`config.mk`:
```
export PLATFORM = sky130hd
export DESIGN_NAME = irtx_dma
export DESIGN_NICKNAME = d
export VERILOG_FILES = /design/src/core/irtx_pkg.sv /design/src/core/irtx_dma.sv
export SDC_FILE = /design/constraint.sdc
export NUM_CORES = 1
export LEC_CHECK = 0
export BUFFER_PORTS_ARGS = -buffer_cell sky130_fd_sc_hd__clkbuf_2
export CAP_MARGIN = 40
export CORE_MARGIN = 8
export CORE_UTILIZATION = 54
export DETAILED_ROUTE_END_ITERATION = 7
export PLACE_DENSITY = 0.84
export SETUP_SLACK_MARGIN = 0.4
export SYNTH_ARGS = -nofsm -noshare
export SYNTH_HDL_FRONTEND = slang
export SYNTH_SLANG_ARGS = --single-unit
export TNS_END_PERCENT = 1
```
`constraint.sdc`:
```
create_clock -name i_mclk -period 10.2 [get_ports i_mclk]
set_clock_uncertainty 0.15 [all_clocks]
set_input_delay 1.53 -clock i_mclk [delete_from_list [all_inputs] [get_ports i_mclk]]
set_output_delay 1.53 -clock i_mclk [all_outputs]
set_load 0.02 [all_outputs]
```
`src/core/irtx_pkg.sv`:
```
// constants and types for the infrared transmit scatter/gather dma channel
package irtx_pkg;
  localparam int unsigned BLOCK_BYTES = 64;
  localparam logic [5:0] OFS_CSR = 6'h00;
  localparam logic [5:0] OFS_CNT = 6'h04;
  localparam logic [5:0] OFS_BASE = 6'h08;
  localparam logic [5:0] OFS_BUF = 6'h0c;
  localparam logic [5:0] OFS_LEN = 6'h14;
  localparam logic [5:0] OFS_STF = 6'h17;
  localparam logic [5:0] OFS_TMR = 6'h1a;
  // control/status bit positions
  localparam int unsigned B_CHEN = 0;
  localparam int unsigned B_DIR = 4;
  localparam int unsigned B_TMRE = 5;
  localparam int unsigned B_INTE = 6;
  localparam int unsigned B_PREQ = 8;
  localparam int unsigned B_HALT = 16;
  localparam int unsigned B_ACTV = 17;
  localparam int unsigned B_PACK = 18;
  localparam int unsigned B_WM = 19;
  localparam int unsigned B_IDLE_TIMEOUT_FLAG = 20;
  localparam int unsigned B_EOD = 21;
  localparam int unsigned B_DSCER = 23;
  localparam int unsigned B_PCI_TARGET_ABORT_FLAG = 25;
  localparam int unsigned B_PCI_MASTER_ABORT_FLAG = 26;
  // descriptor command/status byte bits
  localparam int unsigned C_INT = 0;
  localparam int unsigned C_PULSE = 1;
  localparam int unsigned C_UNDER = 2;
  localparam int unsigned C_EOF = 6;
  localparam int unsigned C_DONE = 7;
  localparam logic [7:0] C_RSVD_MASK = 8'h38;
  // descriptor layout in memory: word 0 pointer, word 1 length and command/status
  localparam logic [31:0] DESC_WORD1 = 32'h0000_0004;
  localparam logic [31:0] DESC_BYTES = 32'h0000_0008;
  localparam logic [3:0] BE_ALL = 4'hf;
  localparam logic [3:0] BE_STATUS = 4'h8;
  localparam int unsigned FIFO_DEPTH = 4;

  typedef enum logic [3:0] {
    ST_IDLE = 4'b0000,
    ST_FETCH0 = 4'b0001,
    ST_FETCH1 = 4'b0010,
    ST_CHECK = 4'b0011,
    ST_READ = 4'b0100,
    ST_PUSH = 4'b0101,
    ST_WBACK = 4'b0110,
    ST_NEXT = 4'b0111,
    ST_PAUSED = 4'b1000
  } irtx_state_e;

  typedef struct packed {
    logic valid;
    logic we;
    logic [31:0] addr;
    logic [31:0] wdata;
    logic [3:0] be;
  } irtx_mem_req_s;

  typedef struct packed {
    logic eof;
    logic pulse;
    logic [7:0] data;
  } irtx_byte_s;

  typedef struct packed {
    irtx_state_e st;
    logic chen, tmre, inte, preq;
    logic halt, active, pack, wm, idle_timeout_flag, eod, dscer, pci_target_abort_flag, pci_master_abort_flag;
    logic [7:0] cnt;
    logic [31:0] base, ptr, buf_addr;
    logic [15:0] len;
    logic [7:0] stf;
    logic [15:0] tmr_prog, tmr_live;
    logic underrun, in_frame;
    logic [7:0] byte_q;
    logic [31:0] rdata;
    irtx_mem_req_s mem;
  } irtx_regs_s;
endpackage : irtx_pkg

```
`src/core/irtx_dma.sv`:
```
// infrared transmit scatter/gather dma channel with its output fifo
`timescale 1ns/1ps

module irtx_fifo #(
  parameter int unsigned WIDTH = 10,
  parameter int unsigned DEPTH = 4
) (
  input wire logic i_mclk,
  input wire logic i_sys_rst,
  input wire logic i_in_valid,
  output logic o_in_ready,
  input wire logic [WIDTH-1:0] i_in_data,
  output logic o_out_valid,
  input wire logic i_out_ready,
  output logic [WIDTH-1:0] o_out_data
);
  localparam int unsigned AW = $clog2(DEPTH);
  typedef struct packed {
    logic [DEPTH-1:0][WIDTH-1:0] mem;
    logic [AW-1:0] wp, rp;
    logic [AW:0] fill;
  } irtx_fifo_s;
  irtx_fifo_s s_q, s_d;
  logic push, pop;

  // fill is one bit wider than the pointers so a full fifo is told apart from empty
  assign o_in_ready = (s_q.fill != (AW+1)'(DEPTH));
  assign o_out_valid = (s_q.fill != '0);
  assign o_out_data = s_q.mem[s_q.rp];
  assign push = i_in_valid && o_in_ready;
  assign pop = o_out_valid && i_out_ready;

  always_comb begin
    s_d = s_q;
    if (push) begin
      s_d.mem[s_q.wp] = i_in_data;
      s_d.wp = (s_q.wp == AW'(DEPTH - 1)) ? '0 : s_q.wp + 1'b1;
    end
    if (pop) begin
      s_d.rp = (s_q.rp == AW'(DEPTH - 1)) ? '0 : s_q.rp + 1'b1;
    end
    s_d.fill = s_q.fill + (AW+1)'(push) - (AW+1)'(pop);
  end

  always_ff @(posedge i_mclk or posedge i_sys_rst) begin
    if (i_sys_rst) begin
      s_q <= '0;
    end else begin
      s_q <= s_d;
    end
  end
endmodule : irtx_fifo

module irtx_dma (
  input wire logic i_mclk,
  input wire logic i_sys_rst,
  // io register port; base comes from the function's configuration register
  input wire logic [31:0] i_io_base,
  input wire logic [31:0] i_io_addr,
  input wire logic i_io_rd,
  input wire logic i_io_wr,
  input wire logic [3:0] i_io_be,
  input wire logic [31:0] i_io_wdata,
  output logic o_io_hit,
  output logic [31:0] o_io_rdata,
  // bus master request towards host memory
  output irtx_pkg::irtx_mem_req_s o_mem,
  input wire logic i_mem_ack,
  input wire logic [31:0] i_mem_rdata,
  input wire logic i_mem_target_abort,
  input wire logic i_mem_master_abort,
  // byte stream to the infrared serial controller
  output logic o_sc_valid,
  input wire logic i_sc_ready,
  output irtx_pkg::irtx_byte_s o_sc_byte,
  output logic o_sc_irq
);
  irtx_pkg::irtx_regs_s r_q, r_d;
  logic [31:0] ofs;
  logic hit;
  logic [3:0] widx;
  logic wr_csr, wr_cnt, wr_base, wr_tmr;
  logic [31:0] w1c;
  logic fifo_ready, fifo_valid, push_ok;
  irtx_pkg::irtx_byte_s push_byte;
  logic sc_pop;
  logic bus_err;
  logic [7:0] wb_status;

  function automatic logic word_is(input logic [3:0] idx, input logic [5:0] ofs_c);
    word_is = (idx == ofs_c[5:2]);
  endfunction : word_is

  // byte-addressed block, dword decoded; everything outside 64 bytes is not ours
  assign ofs = i_io_addr - i_io_base;
  assign hit = (i_io_addr >= i_io_base) && (ofs < 32'(irtx_pkg::BLOCK_BYTES));
  assign widx = ofs[5:2];
  assign o_io_hit = hit && (i_io_rd || i_io_wr);
  assign o_io_rdata = r_q.rdata;
  assign o_mem = r_q.mem;

  always_comb begin
    wr_csr = 1'b0;
    wr_cnt = 1'b0;
    wr_base = 1'b0;
    wr_tmr = 1'b0;
    if (hit && i_io_wr) begin
      if (word_is(widx, irtx_pkg::OFS_CSR)) begin
        wr_csr = 1'b1;
      end else if (word_is(widx, irtx_pkg::OFS_CNT)) begin
        wr_cnt = i_io_be[0];
      end else if (word_is(widx, irtx_pkg::OFS_BASE)) begin
        wr_base = 1'b1;
      end else if (word_is(widx, irtx_pkg::OFS_TMR)) begin
        wr_tmr = i_io_be[2] || i_io_be[3];
      end
    end
  end

  // write-one-to-clear mask, only over enabled byte lanes
  always_comb begin
    w1c = '0;
    if (wr_csr) begin
      w1c = i_io_wdata & {{8{i_io_be[3]}}, {8{i_io_be[2]}}, {8{i_io_be[1]}}, {8{i_io_be[0]}}};
    end
  end

  assign bus_err = r_q.mem.valid && (i_mem_target_abort || i_mem_master_abort);
  assign push_byte.data = r_q.byte_q;
  assign push_byte.eof = r_q.stf[irtx_pkg::C_EOF] && (r_q.len == 16'h0001);
  assign push_byte.pulse = push_byte.eof && r_q.stf[irtx_pkg::C_PULSE];
  assign push_ok = (r_q.st == irtx_pkg::ST_PUSH) && fifo_ready;
  assign sc_pop = fifo_valid && i_sc_ready;
  assign o_sc_valid = fifo_valid;

  // pulse cleared once the frame went out, done always set, underrun recorded
  always_comb begin
    wb_status = r_q.stf;
    wb_status[irtx_pkg::C_DONE] = 1'b1;
    wb_status[irtx_pkg::C_UNDER] = r_q.underrun;
    if (r_q.stf[irtx_pkg::C_EOF]) begin
      wb_status[irtx_pkg::C_PULSE] = 1'b0;
    end
  end

  irtx_fifo #(
    .WIDTH($bits(irtx_pkg::irtx_byte_s)),
    .DEPTH(irtx_pkg::FIFO_DEPTH)
  ) u_fifo (
    .i_mclk(i_mclk),
    .i_sys_rst(i_sys_rst),
    .i_in_valid(r_q.st == irtx_pkg::ST_PUSH),
    .o_in_ready(fifo_ready),
    .i_in_data(push_byte),
    .o_out_valid(fifo_valid),
    .i_out_ready(i_sc_ready),
    .o_out_data(o_sc_byte)
  );

  // interrupt line to the serial controller's interrupt logic
  assign o_sc_irq = r_q.inte && (r_q.wm || r_q.idle_timeout_flag || r_q.eod || r_q.dscer
                                 || r_q.pci_target_abort_flag || r_q.pci_master_abort_flag);

  always_comb begin
    r_d = r_q;

    // register reads; unlisted words and reserved bits are zero
    if (hit && i_io_rd) begin
      r_d.rdata = '0;
      if (word_is(widx, irtx_pkg::OFS_CSR)) begin
        r_d.rdata[irtx_pkg::B_CHEN] = r_q.chen;
        r_d.rdata[irtx_pkg::B_DIR] = 1'b1;
        r_d.rdata[irtx_pkg::B_TMRE] = r_q.tmre;
        r_d.rdata[irtx_pkg::B_INTE] = r_q.inte;
        r_d.rdata[irtx_pkg::B_PREQ] = r_q.preq;
        r_d.rdata[irtx_pkg::B_HALT] = r_q.halt;
        r_d.rdata[irtx_pkg::B_ACTV] = r_q.active;
        r_d.rdata[irtx_pkg::B_PACK] = r_q.pack;
        r_d.rdata[irtx_pkg::B_WM] = r_q.wm;
        r_d.rdata[irtx_pkg::B_IDLE_TIMEOUT_FLAG] = r_q.idle_timeout_flag;
        r_d.rdata[irtx_pkg::B_EOD] = r_q.eod;
        r_d.rdata[irtx_pkg::B_DSCER] = r_q.dscer;
        r_d.rdata[irtx_pkg::B_PCI_TARGET_ABORT_FLAG] = r_q.pci_target_abort_flag;
        r_d.rdata[irtx_pkg::B_PCI_MASTER_ABORT_FLAG] = r_q.pci_master_abort_flag;
      end else if (word_is(widx, irtx_pkg::OFS_CNT)) begin
        r_d.rdata[7:0] = r_q.cnt;
      end else if (word_is(widx, irtx_pkg::OFS_BASE)) begin
        r_d.rdata = r_q.base;
      end else if (word_is(widx, irtx_pkg::OFS_BUF)) begin
        r_d.rdata = r_q.buf_addr;
      end else if (word_is(widx, irtx_pkg::OFS_LEN)) begin
        r_d.rdata = {r_q.stf, 8'h00, r_q.len};
      end else if (word_is(widx, irtx_pkg::OFS_TMR)) begin
        r_d.rdata[31:16] = r_q.tmre ? r_q.tmr_live : r_q.tmr_prog;
      end
    end

    // software controls
    if (wr_csr && i_io_be[0]) begin
      r_d.chen = i_io_wdata[irtx_pkg::B_CHEN];
      r_d.tmre = i_io_wdata[irtx_pkg::B_TMRE];
      r_d.inte = i_io_wdata[irtx_pkg::B_INTE];
    end
    if (wr_csr && i_io_be[1]) begin
      r_d.preq = i_io_wdata[irtx_pkg::B_PREQ];
    end
    if (wr_cnt) begin
      r_d.cnt = i_io_wdata[7:0];
    end
    // table base doubles as the walk pointer's start point
    if (wr_base) begin
      r_d.base = i_io_wdata;
      r_d.ptr = i_io_wdata;
    end

    // write-one clears; hardware sets below override these
    r_d.halt = r_q.halt && !w1c[irtx_pkg::B_HALT];
    r_d.wm = r_q.wm && !w1c[irtx_pkg::B_WM];
    r_d.idle_timeout_flag = r_q.idle_timeout_flag && !w1c[irtx_pkg::B_IDLE_TIMEOUT_FLAG];
    r_d.eod = r_q.eod && !w1c[irtx_pkg::B_EOD];
    r_d.dscer = r_q.dscer && !w1c[irtx_pkg::B_DSCER];
    r_d.pci_target_abort_flag = r_q.pci_target_abort_flag && !w1c[irtx_pkg::B_PCI_TARGET_ABORT_FLAG];
    r_d.pci_master_abort_flag = r_q.pci_master_abort_flag && !w1c[irtx_pkg::B_PCI_MASTER_ABORT_FLAG];

    // idle timer; write wins over the per-cycle count
    if (wr_tmr) begin
      if (i_io_be[2]) begin
        r_d.tmr_prog[7:0] = i_io_wdata[23:16];
      end
      if (i_io_be[3]) begin
        r_d.tmr_prog[15:8] = i_io_wdata[31:24];
      end
      r_d.tmr_live = r_d.tmr_prog;
    end else if (r_q.tmre && push_ok) begin
      r_d.tmr_live = r_q.tmr_prog;
    end else if (r_q.tmre && r_q.tmr_live != 16'h0000) begin
      r_d.tmr_live = r_q.tmr_live - 16'h0001;
      if (r_q.tmr_live == 16'h0001) begin
        r_d.idle_timeout_flag = 1'b1;
      end
    end

    // underrun: controller wants a byte mid-frame and the fifo is dry
    if (sc_pop && o_sc_byte.eof) begin
      r_d.in_frame = 1'b0;
    end
    if (push_ok) begin
      r_d.in_frame = 1'b1;
    end
    if (r_q.in_frame && !fifo_valid && i_sc_ready) begin
      r_d.underrun = 1'b1;
    end

    // memory completion clears the request
    if (r_q.mem.valid && (i_mem_ack || bus_err)) begin
      r_d.mem.valid = 1'b0;
    end
    if (bus_err) begin
      r_d.pci_target_abort_flag = r_d.pci_target_abort_flag || i_mem_target_abort;
      r_d.pci_master_abort_flag = r_d.pci_master_abort_flag || i_mem_master_abort;
      r_d.halt = 1'b1;
      r_d.active = 1'b0;
      r_d.st = irtx_pkg::ST_IDLE;
    end else begin
      case (r_q.st)
        irtx_pkg::ST_IDLE: begin
          // halted channel stays put until software clears the halt
          if (r_q.chen && !r_q.halt && r_q.cnt != 8'h00) begin
            r_d.mem = '{1'b1, 1'b0, r_q.ptr, 32'h0000_0000, irtx_pkg::BE_ALL};
            r_d.st = irtx_pkg::ST_FETCH0;
          end
        end
        irtx_pkg::ST_FETCH0: begin
          if (i_mem_ack) begin
            r_d.buf_addr = i_mem_rdata;
            r_d.mem = '{1'b1, 1'b0, r_q.ptr + irtx_pkg::DESC_WORD1, 32'h0000_0000,
                        irtx_pkg::BE_ALL};
            r_d.st = irtx_pkg::ST_FETCH1;
          end
        end
        irtx_pkg::ST_FETCH1: begin
          if (i_mem_ack) begin
            r_d.len = i_mem_rdata[15:0];
            r_d.stf = i_mem_rdata[31:24];
            r_d.underrun = 1'b0;
            r_d.st = irtx_pkg::ST_CHECK;
          end
        end
        irtx_pkg::ST_CHECK: begin
          // a descriptor already marked done or with reserved bits set is refused
          if ((r_q.stf & irtx_pkg::C_RSVD_MASK) != 8'h00 || r_q.stf[irtx_pkg::C_DONE]) begin
            r_d.dscer = 1'b1;
            r_d.halt = 1'b1;
            r_d.active = 1'b0;
            r_d.st = irtx_pkg::ST_IDLE;
          end else if (r_q.stf[irtx_pkg::C_INT]) begin
            r_d.wm = 1'b1;
            r_d.st = irtx_pkg::ST_READ;
          end else begin
            r_d.st = irtx_pkg::ST_READ;
          end
        end
        irtx_pkg::ST_READ: begin
          // clearing enable stops new byte reads here without losing position; a drained descriptor still writes back
          if (r_q.len == 16'h0000) begin
            r_d.mem = '{1'b1, 1'b1, r_q.ptr + irtx_pkg::DESC_WORD1, {wb_status, 24'h00_0000},
                        irtx_pkg::BE_STATUS};
            r_d.stf = wb_status;
            r_d.st = irtx_pkg::ST_WBACK;
          end else if (r_q.chen && !r_q.mem.valid) begin
            r_d.mem = '{1'b1, 1'b0, {r_q.buf_addr[31:2], 2'b00}, 32'h0000_0000,
                        irtx_pkg::BE_ALL};
          end else if (r_q.mem.valid && i_mem_ack) begin
            r_d.byte_q = i_mem_rdata[{r_q.buf_addr[1:0], 3'b000} +: 8];
            r_d.st = irtx_pkg::ST_PUSH;
          end
        end
        irtx_pkg::ST_PUSH: begin
          // fifo back-pressure holds the engine here
          if (fifo_ready) begin
            r_d.active = 1'b1;
            r_d.buf_addr = r_q.buf_addr + 32'h0000_0001;
            r_d.len = r_q.len - 16'h0001;
            r_d.st = irtx_pkg::ST_READ;
          end
        end
        irtx_pkg::ST_WBACK: begin
          if (i_mem_ack) begin
            r_d.cnt = r_q.cnt - 8'h01;
            r_d.ptr = r_q.ptr + irtx_pkg::DESC_BYTES;
            if (r_q.stf[irtx_pkg::C_EOF]) begin
              r_d.wm = 1'b1;
            end
            r_d.st = irtx_pkg::ST_NEXT;
          end
        end
        irtx_pkg::ST_NEXT: begin
          if (r_q.cnt == 8'h00) begin
            r_d.eod = 1'b1;
            r_d.halt = 1'b1;
            r_d.active = 1'b0;
            r_d.st = irtx_pkg::ST_IDLE;
          end else if (r_q.preq && r_q.stf[irtx_pkg::C_EOF]) begin
            r_d.pack = 1'b1;
            r_d.st = irtx_pkg::ST_PAUSED;
          end else if (r_q.chen) begin
            r_d.mem = '{1'b1, 1'b0, r_q.ptr, 32'h0000_0000, irtx_pkg::BE_ALL};
            r_d.st = irtx_pkg::ST_FETCH0;
          end
        end
        irtx_pkg::ST_PAUSED: begin
          if (!r_q.preq) begin
            r_d.pack = 1'b0;
            r_d.st = irtx_pkg::ST_NEXT;
          end
        end
        default: begin
          r_d.st = irtx_pkg::ST_IDLE;
        end
      endcase
    end
  end

  always_ff @(posedge i_mclk or posedge i_sys_rst) begin
    if (i_sys_rst) begin
      r_q <= '0;
    end else begin
      r_q <= r_d;
    end
  end
endmodule : irtx_dma

```
# Yosys cells after proc, flatten, opt, wreduce, memory -nomap -nowiden
# Cells that the tools add are included.
[classes]
addsub = 11
bitwise = 5
div = 0
n_eq_ne = 40
shifts = 1
n_reduce_logical = 78
mux = 120
magnitude_cmp = 5
n_mul = 0
[op_table]
columns = ["cell", "count"]
rows = [
  ["$mux 70", 8],
  ["$pmux 70 s4", 1],
  ["$mux 32", 6],
  ["$mux 16", 7],
  ["$mux 88", 1],
  ["$mux 8", 8],
  ["$pmux 32 s2", 1],
  ["$mux 4", 13],
  ["$mux 24", 2],
  ["$mux 48", 1],
  ["$mux 1", 45],
  ["$bwmux 40", 1],
  ["$pmux 4 s9", 1],
  ["$add 32x1->32 const B", 1],
  ["$add 32x3->32 const B", 1],
  ["$add 32x4->32 const B", 1],
  ["$eq 16x1->1 const B", 2],
  ["$ge 32x32->1", 1],
  ["$lt 32x7->1 const B", 1],
  ["$pmux 16 s2", 1],
  ["$shiftx 32x6->8", 1],
  ["$sub 16x1->16 const B", 2],
  ["$sub 32x32->32", 1],
  ["$logic_and 1x1->1", 31],
  ["other kinds (43)", 122],
]
[totals]
word_cells = 299
latchBits = 0
rom_bits = 0
reg_bits = 336
output_inout_bits = 115
mem_count = 0
ram_bits = 0
in_bits = 140

# Longest topological paths before layout
[logic_depth]
word_depth = 12
depth_mapped = 16
depth_no_buf = 13

# Modules after synthesis
# From an unflattened synthesis, not the netlist that was laid out.
[unflattened]
hier_cells = 2342
area_unflattened_um2 = 20215.6
[modules_own_cells]
columns = ["module", "cells_each", "seq_area_each_um2", "n_inst", "area_each_um2"]
rows = [
  ["irtx_dma", 2207, 6556.3, 1, 17875.9],
  ["irtx_fifo", 135, 1176.1, 1, 2339.7],
]

# Worst setup path after synthesis
# No wires, ideal clock.
[synth_timing]
path_type = "input-to-output"
start = "input i_io_base[6]"
end = "output o_io_hit"
path_slack_ns = 3.686
required_time_ns = 8.520
stages = 13
arrival_time_ns = 4.834
path_buffers = 1
path_cell_list = "inv_1 ha_1 a21o_1 a311o_1 o211a_1 o311a_1 or3_1 a2111oi_2 nand4_2 or2_4 nor3_4 buf_2 or2_2"
[synth_between]
elab_chain_len = 4
elab_cells_between_ends = 5
cone_classes = "add/sub (1); order compare (2); reduce/logical (2)"
[synth_lines]
columns = ["element", "line_no", "text"]
rows = [
  ["start: declaration", "irtx_dma.sv:58", "input wire logic [31:0] i_io_base,"],
  ["$sub 32x32->32", "irtx_dma.sv:95", "assign ofs = i_io_addr - i_io_base;"],
  ["$lt 32x7->1", "irtx_dma.sv:96", "assign hit = (i_io_addr >= i_io_base) && (ofs < 32'(irtx_pkg::BLOCK_BYTES));"],
  ["$logic_and 1x1->1 (*)", "irtx_dma.sv:96", ""],
  ["$logic_and 1x1->1 (*)", "irtx_dma.sv:98", "assign o_io_hit = hit && (i_io_rd || i_io_wr);"],
  ["end: declaration", "irtx_dma.sv:64", "output logic o_io_hit,"],
]
# Every way passes the cells marked *; elsewhere a longest branch is shown, timed or not.

# Worst setup path in the final report
[layout_timing]
start = "input i_io_base[3]"
end = "output o_io_hit"
# The elaborated chain is that of the path after synthesis.

==> results.yml <==
synthesis:
  ys.flop_type: "dfrtp_1"
  synth.cell_area_um2: 20300
  yosysWarnings: 0
  ys_ff_latch: 309
  synth-edff-count: 0
  synth-seq-area-share_pct: 38.0
  async_reset_ff_share_pct: 100
  syn_avg_cell_area_um2: 8.63
  synth.distinct_cells: 87
  syn_inst: 2358
sta:
  rsz0062_at_grt: "false"
  clock.fmax_mhz: 136
  slew_headroom_pct: 19.2
  drv_slew: 0
  finalCriticalPeriod_ns: 7.36
  min_period_over_period_pct: 72.2
  worst_pin_slew_ns: 1.21
  setup_violations: 0
  finalSetupTns_ns: 0
  hold_viol: 0
  fin_ws_ns: 2.84
  fin_hold_ws_ns: 0.329
power_and_ir_drop:
  peakVddDrop_mv: 0.126
  power.leakage_uw: 0.0106
  p_sw_share_pct: 33.0
  p_switching_uw: 1090
  power.density_nw_per_um2: 148
  power_frac_seq_pct: 45.9
  power_frac_comb_pct: 16.3
  p_clk_share_pct: 37.7
  p_int_uw: 2220
worst_hold_path:
  holdPathStages: 1
  hp-class: "register to register"
flow_run:
  drv_cap: 0
global_route:
  antenna_found_initial: 3
  grt_pass1_vias: 18928
  grt_overflow: 0
  grt_pass1_wl_um: 109000
  grt_max_degree: 186
  track_usage_pct: 31.3
clocking:
  clock_path_buffers: 3
  cts_buffers: 36
  htree_num_levels: 2
  cts_sinks: 309
  clkSlewWorstSetupHoldPaths_ns: 0.06
  cts_tree: "done"
  holdBufCountCts: 0
  ctsRootBufferMaster: "clkbuf_16"
  cts_setup_buffers: 0
  insertion_delay_ns: 0.55
  cts_resized: 0
floorplan:
  ios: 255
  die-area_um2: 44200
  fp.dieW_um: 210
  start_util_pct: 54.4
  core_area_um2: 37400
  die-height_um: 210
  rows: 71
layout:
  final_cell_mix: "dfrtp_1 (309), nand2_1 (254), clkbuf_2 (230)"
  synthToLayoutAreaGrowth_pct: 10.2
  fin_nets: 2635
  drive_gt1_share_pct: 20.1
  antenna_cells: 0
  final_common_cell: "dfrtp_1"
critical_path:
  critical_path_class: "input port to primary output"
  cp-start-kind: "input port"
  crit_fanout: 61
  cp.required_ns: 8.52
  reg2reg_depth: 11
  arrival_ns: 5.68
  end_kind: "primary output"
placement:
  io_buffers: 230
  dpl.hpwl_um: 51600
  dpl_worst_slack_ns: 2.84
  gp_congestion: 0.968
routing:
  antenna_left: 0
  avgViaCountPerCell: 6.53
  drt_iter0_markers: 2300
  num_vias: 19476
  avgRoutedWirePerCell_um: 23.9
  drc: 0
  dr.pass1.iters: 8
  routed_wl_um: 71400
run_status:
  status: "complete, no violations"
[layer usage]
layer / vias to the layer above / track usage [%] / part of all wire [%]
met2: 1233 / 48.7 / 45
met4: 2 / 18.1 / 6.4
met3: 273 / 8.29 / 11
met5: - / 0 / 0.017
li1: 8603 / - / -
met1: 9365 / 39.0 / 38
[state kept, by name (all words and copies together) (netlist names)]
register    flops
r_q           179
u_fifo.s_q     47
o_mem          43
o_io_rdata     32
push_byte       8
[cell type report]
type                            instances  area [µm²]
Multi-Input combinational cell       1750       11100
Clock buffer                           54        1030
Inverter                               84         319
Timing Repair Buffer                  265        1470
Tap cell                              511         639
Fill cell                            3238       15000
Clock inverter                         11        92.6
Sequential cell                       309        7730
[final timing paths]
| kind | slack [ns] | from | endpoint |
|---|---|---|---|
| worst max-delay path | 2.84 | i_io_base[3] | o_io_hit |
| worst min-delay path | 0.33 | o_mem[3] | o_mem[3] |
| min in group asynchronous | 1.02 | i_sys_rst | o_io_rdata[14] |
| worst max register to register | 5.57 | r_q[162] | r_q[146] |
| worst min register to register | 0.33 | o_mem[3] | o_mem[3] |
| max in group asynchronous | 7.30 | i_sys_rst | r_q[127] |
[cells by family after synthesis]
logic type,count (synthesis),synth area share (%)
XOR/XNOR,26,1.12
buffers and inverters,322,8.01
AO/OA/AOI/OAI,677,21.3
other,1,0.0184
AND/OR/NAND/NOR,819,19.0
adder cells (fa/ha/maj),49,3.05
multiplexers,155,9.43
flip-flops,309,38.0
[Yosys cell counts, drive strengths merged (8+ instances only)]
library cell / count / area (µm²)
xnor2: 16 / 140
nand2: 254 / 953
and2: 17 / 106
or2: 8 / 52.6
nor3: 57 / 302
nor4: 15 / 121
a21oi: 194 / 975
a221o: 11 / 110
o2111ai: 18 / 158
buf: 123 / 883
xor2: 10 / 87.6
nand4: 35 / 225
dfrtp: 309 / 7730
o21ai: 207 / 1040
ha: 48 / 601
mux4: 18 / 405
o221a: 19 / 214
or3: 28 / 175
nor2b: 22 / 138
a22o: 11 / 96.3
nor2: 226 / 848
nand3: 84 / 425
a221oi: 15 / 131
a31oi: 20 / 125
o21a: 20 / 150
clkbuf: 115 / 432
a21o: 17 / 128
o22ai: 28 / 175
nor3b: 8 / 71.3
o211a: 15 / 150
mux2: 105 / 1190
o21bai: 17 / 128
nand2b: 12 / 75.1
a22oi: 9 / 67.6
inv: 84 / 315
mux2i: 32 / 320
and3: 33 / 206
[power groups by stage]
stage,Sequential [µW],Combinational [µW],Clock [µW]
finish,1520,540,1250
global route,1520,587,1310
CTS,1500,533,1260
detailed placement,1520,529,0
global placement,1520,515,0
floorplan,1380,403,0
[metrics by stage]
stage                     utilization [%]  power (µW)  instance area, µm²  std cells
after detailed placement             56.9        2050               21300       2919
after global routing                 59.9        3420               22400       2984
after CTS                            59.9        3290               22400       2984
final                                59.9        3310               22400       2984
after floorplan                         -        1790               20400       2381
after global placement               56.7        2030               21200       2911
[critical path: stages]
cell	delay (ns)
clkbuf_2	0.08
inv_1	0.04
ha_1	0.35
a21o_1	0.21
a21oi_1	0.32
a21boi_0	0.30
o311a_1	0.39
or3_1	0.33
a2111oi_2	0.48
nand4_2	0.23
or2_4	0.31
nor3_4	0.18
buf_4	0.52
or2_2	0.22
clkbuf_2	0.17
(Power assumes the default switching activity.)
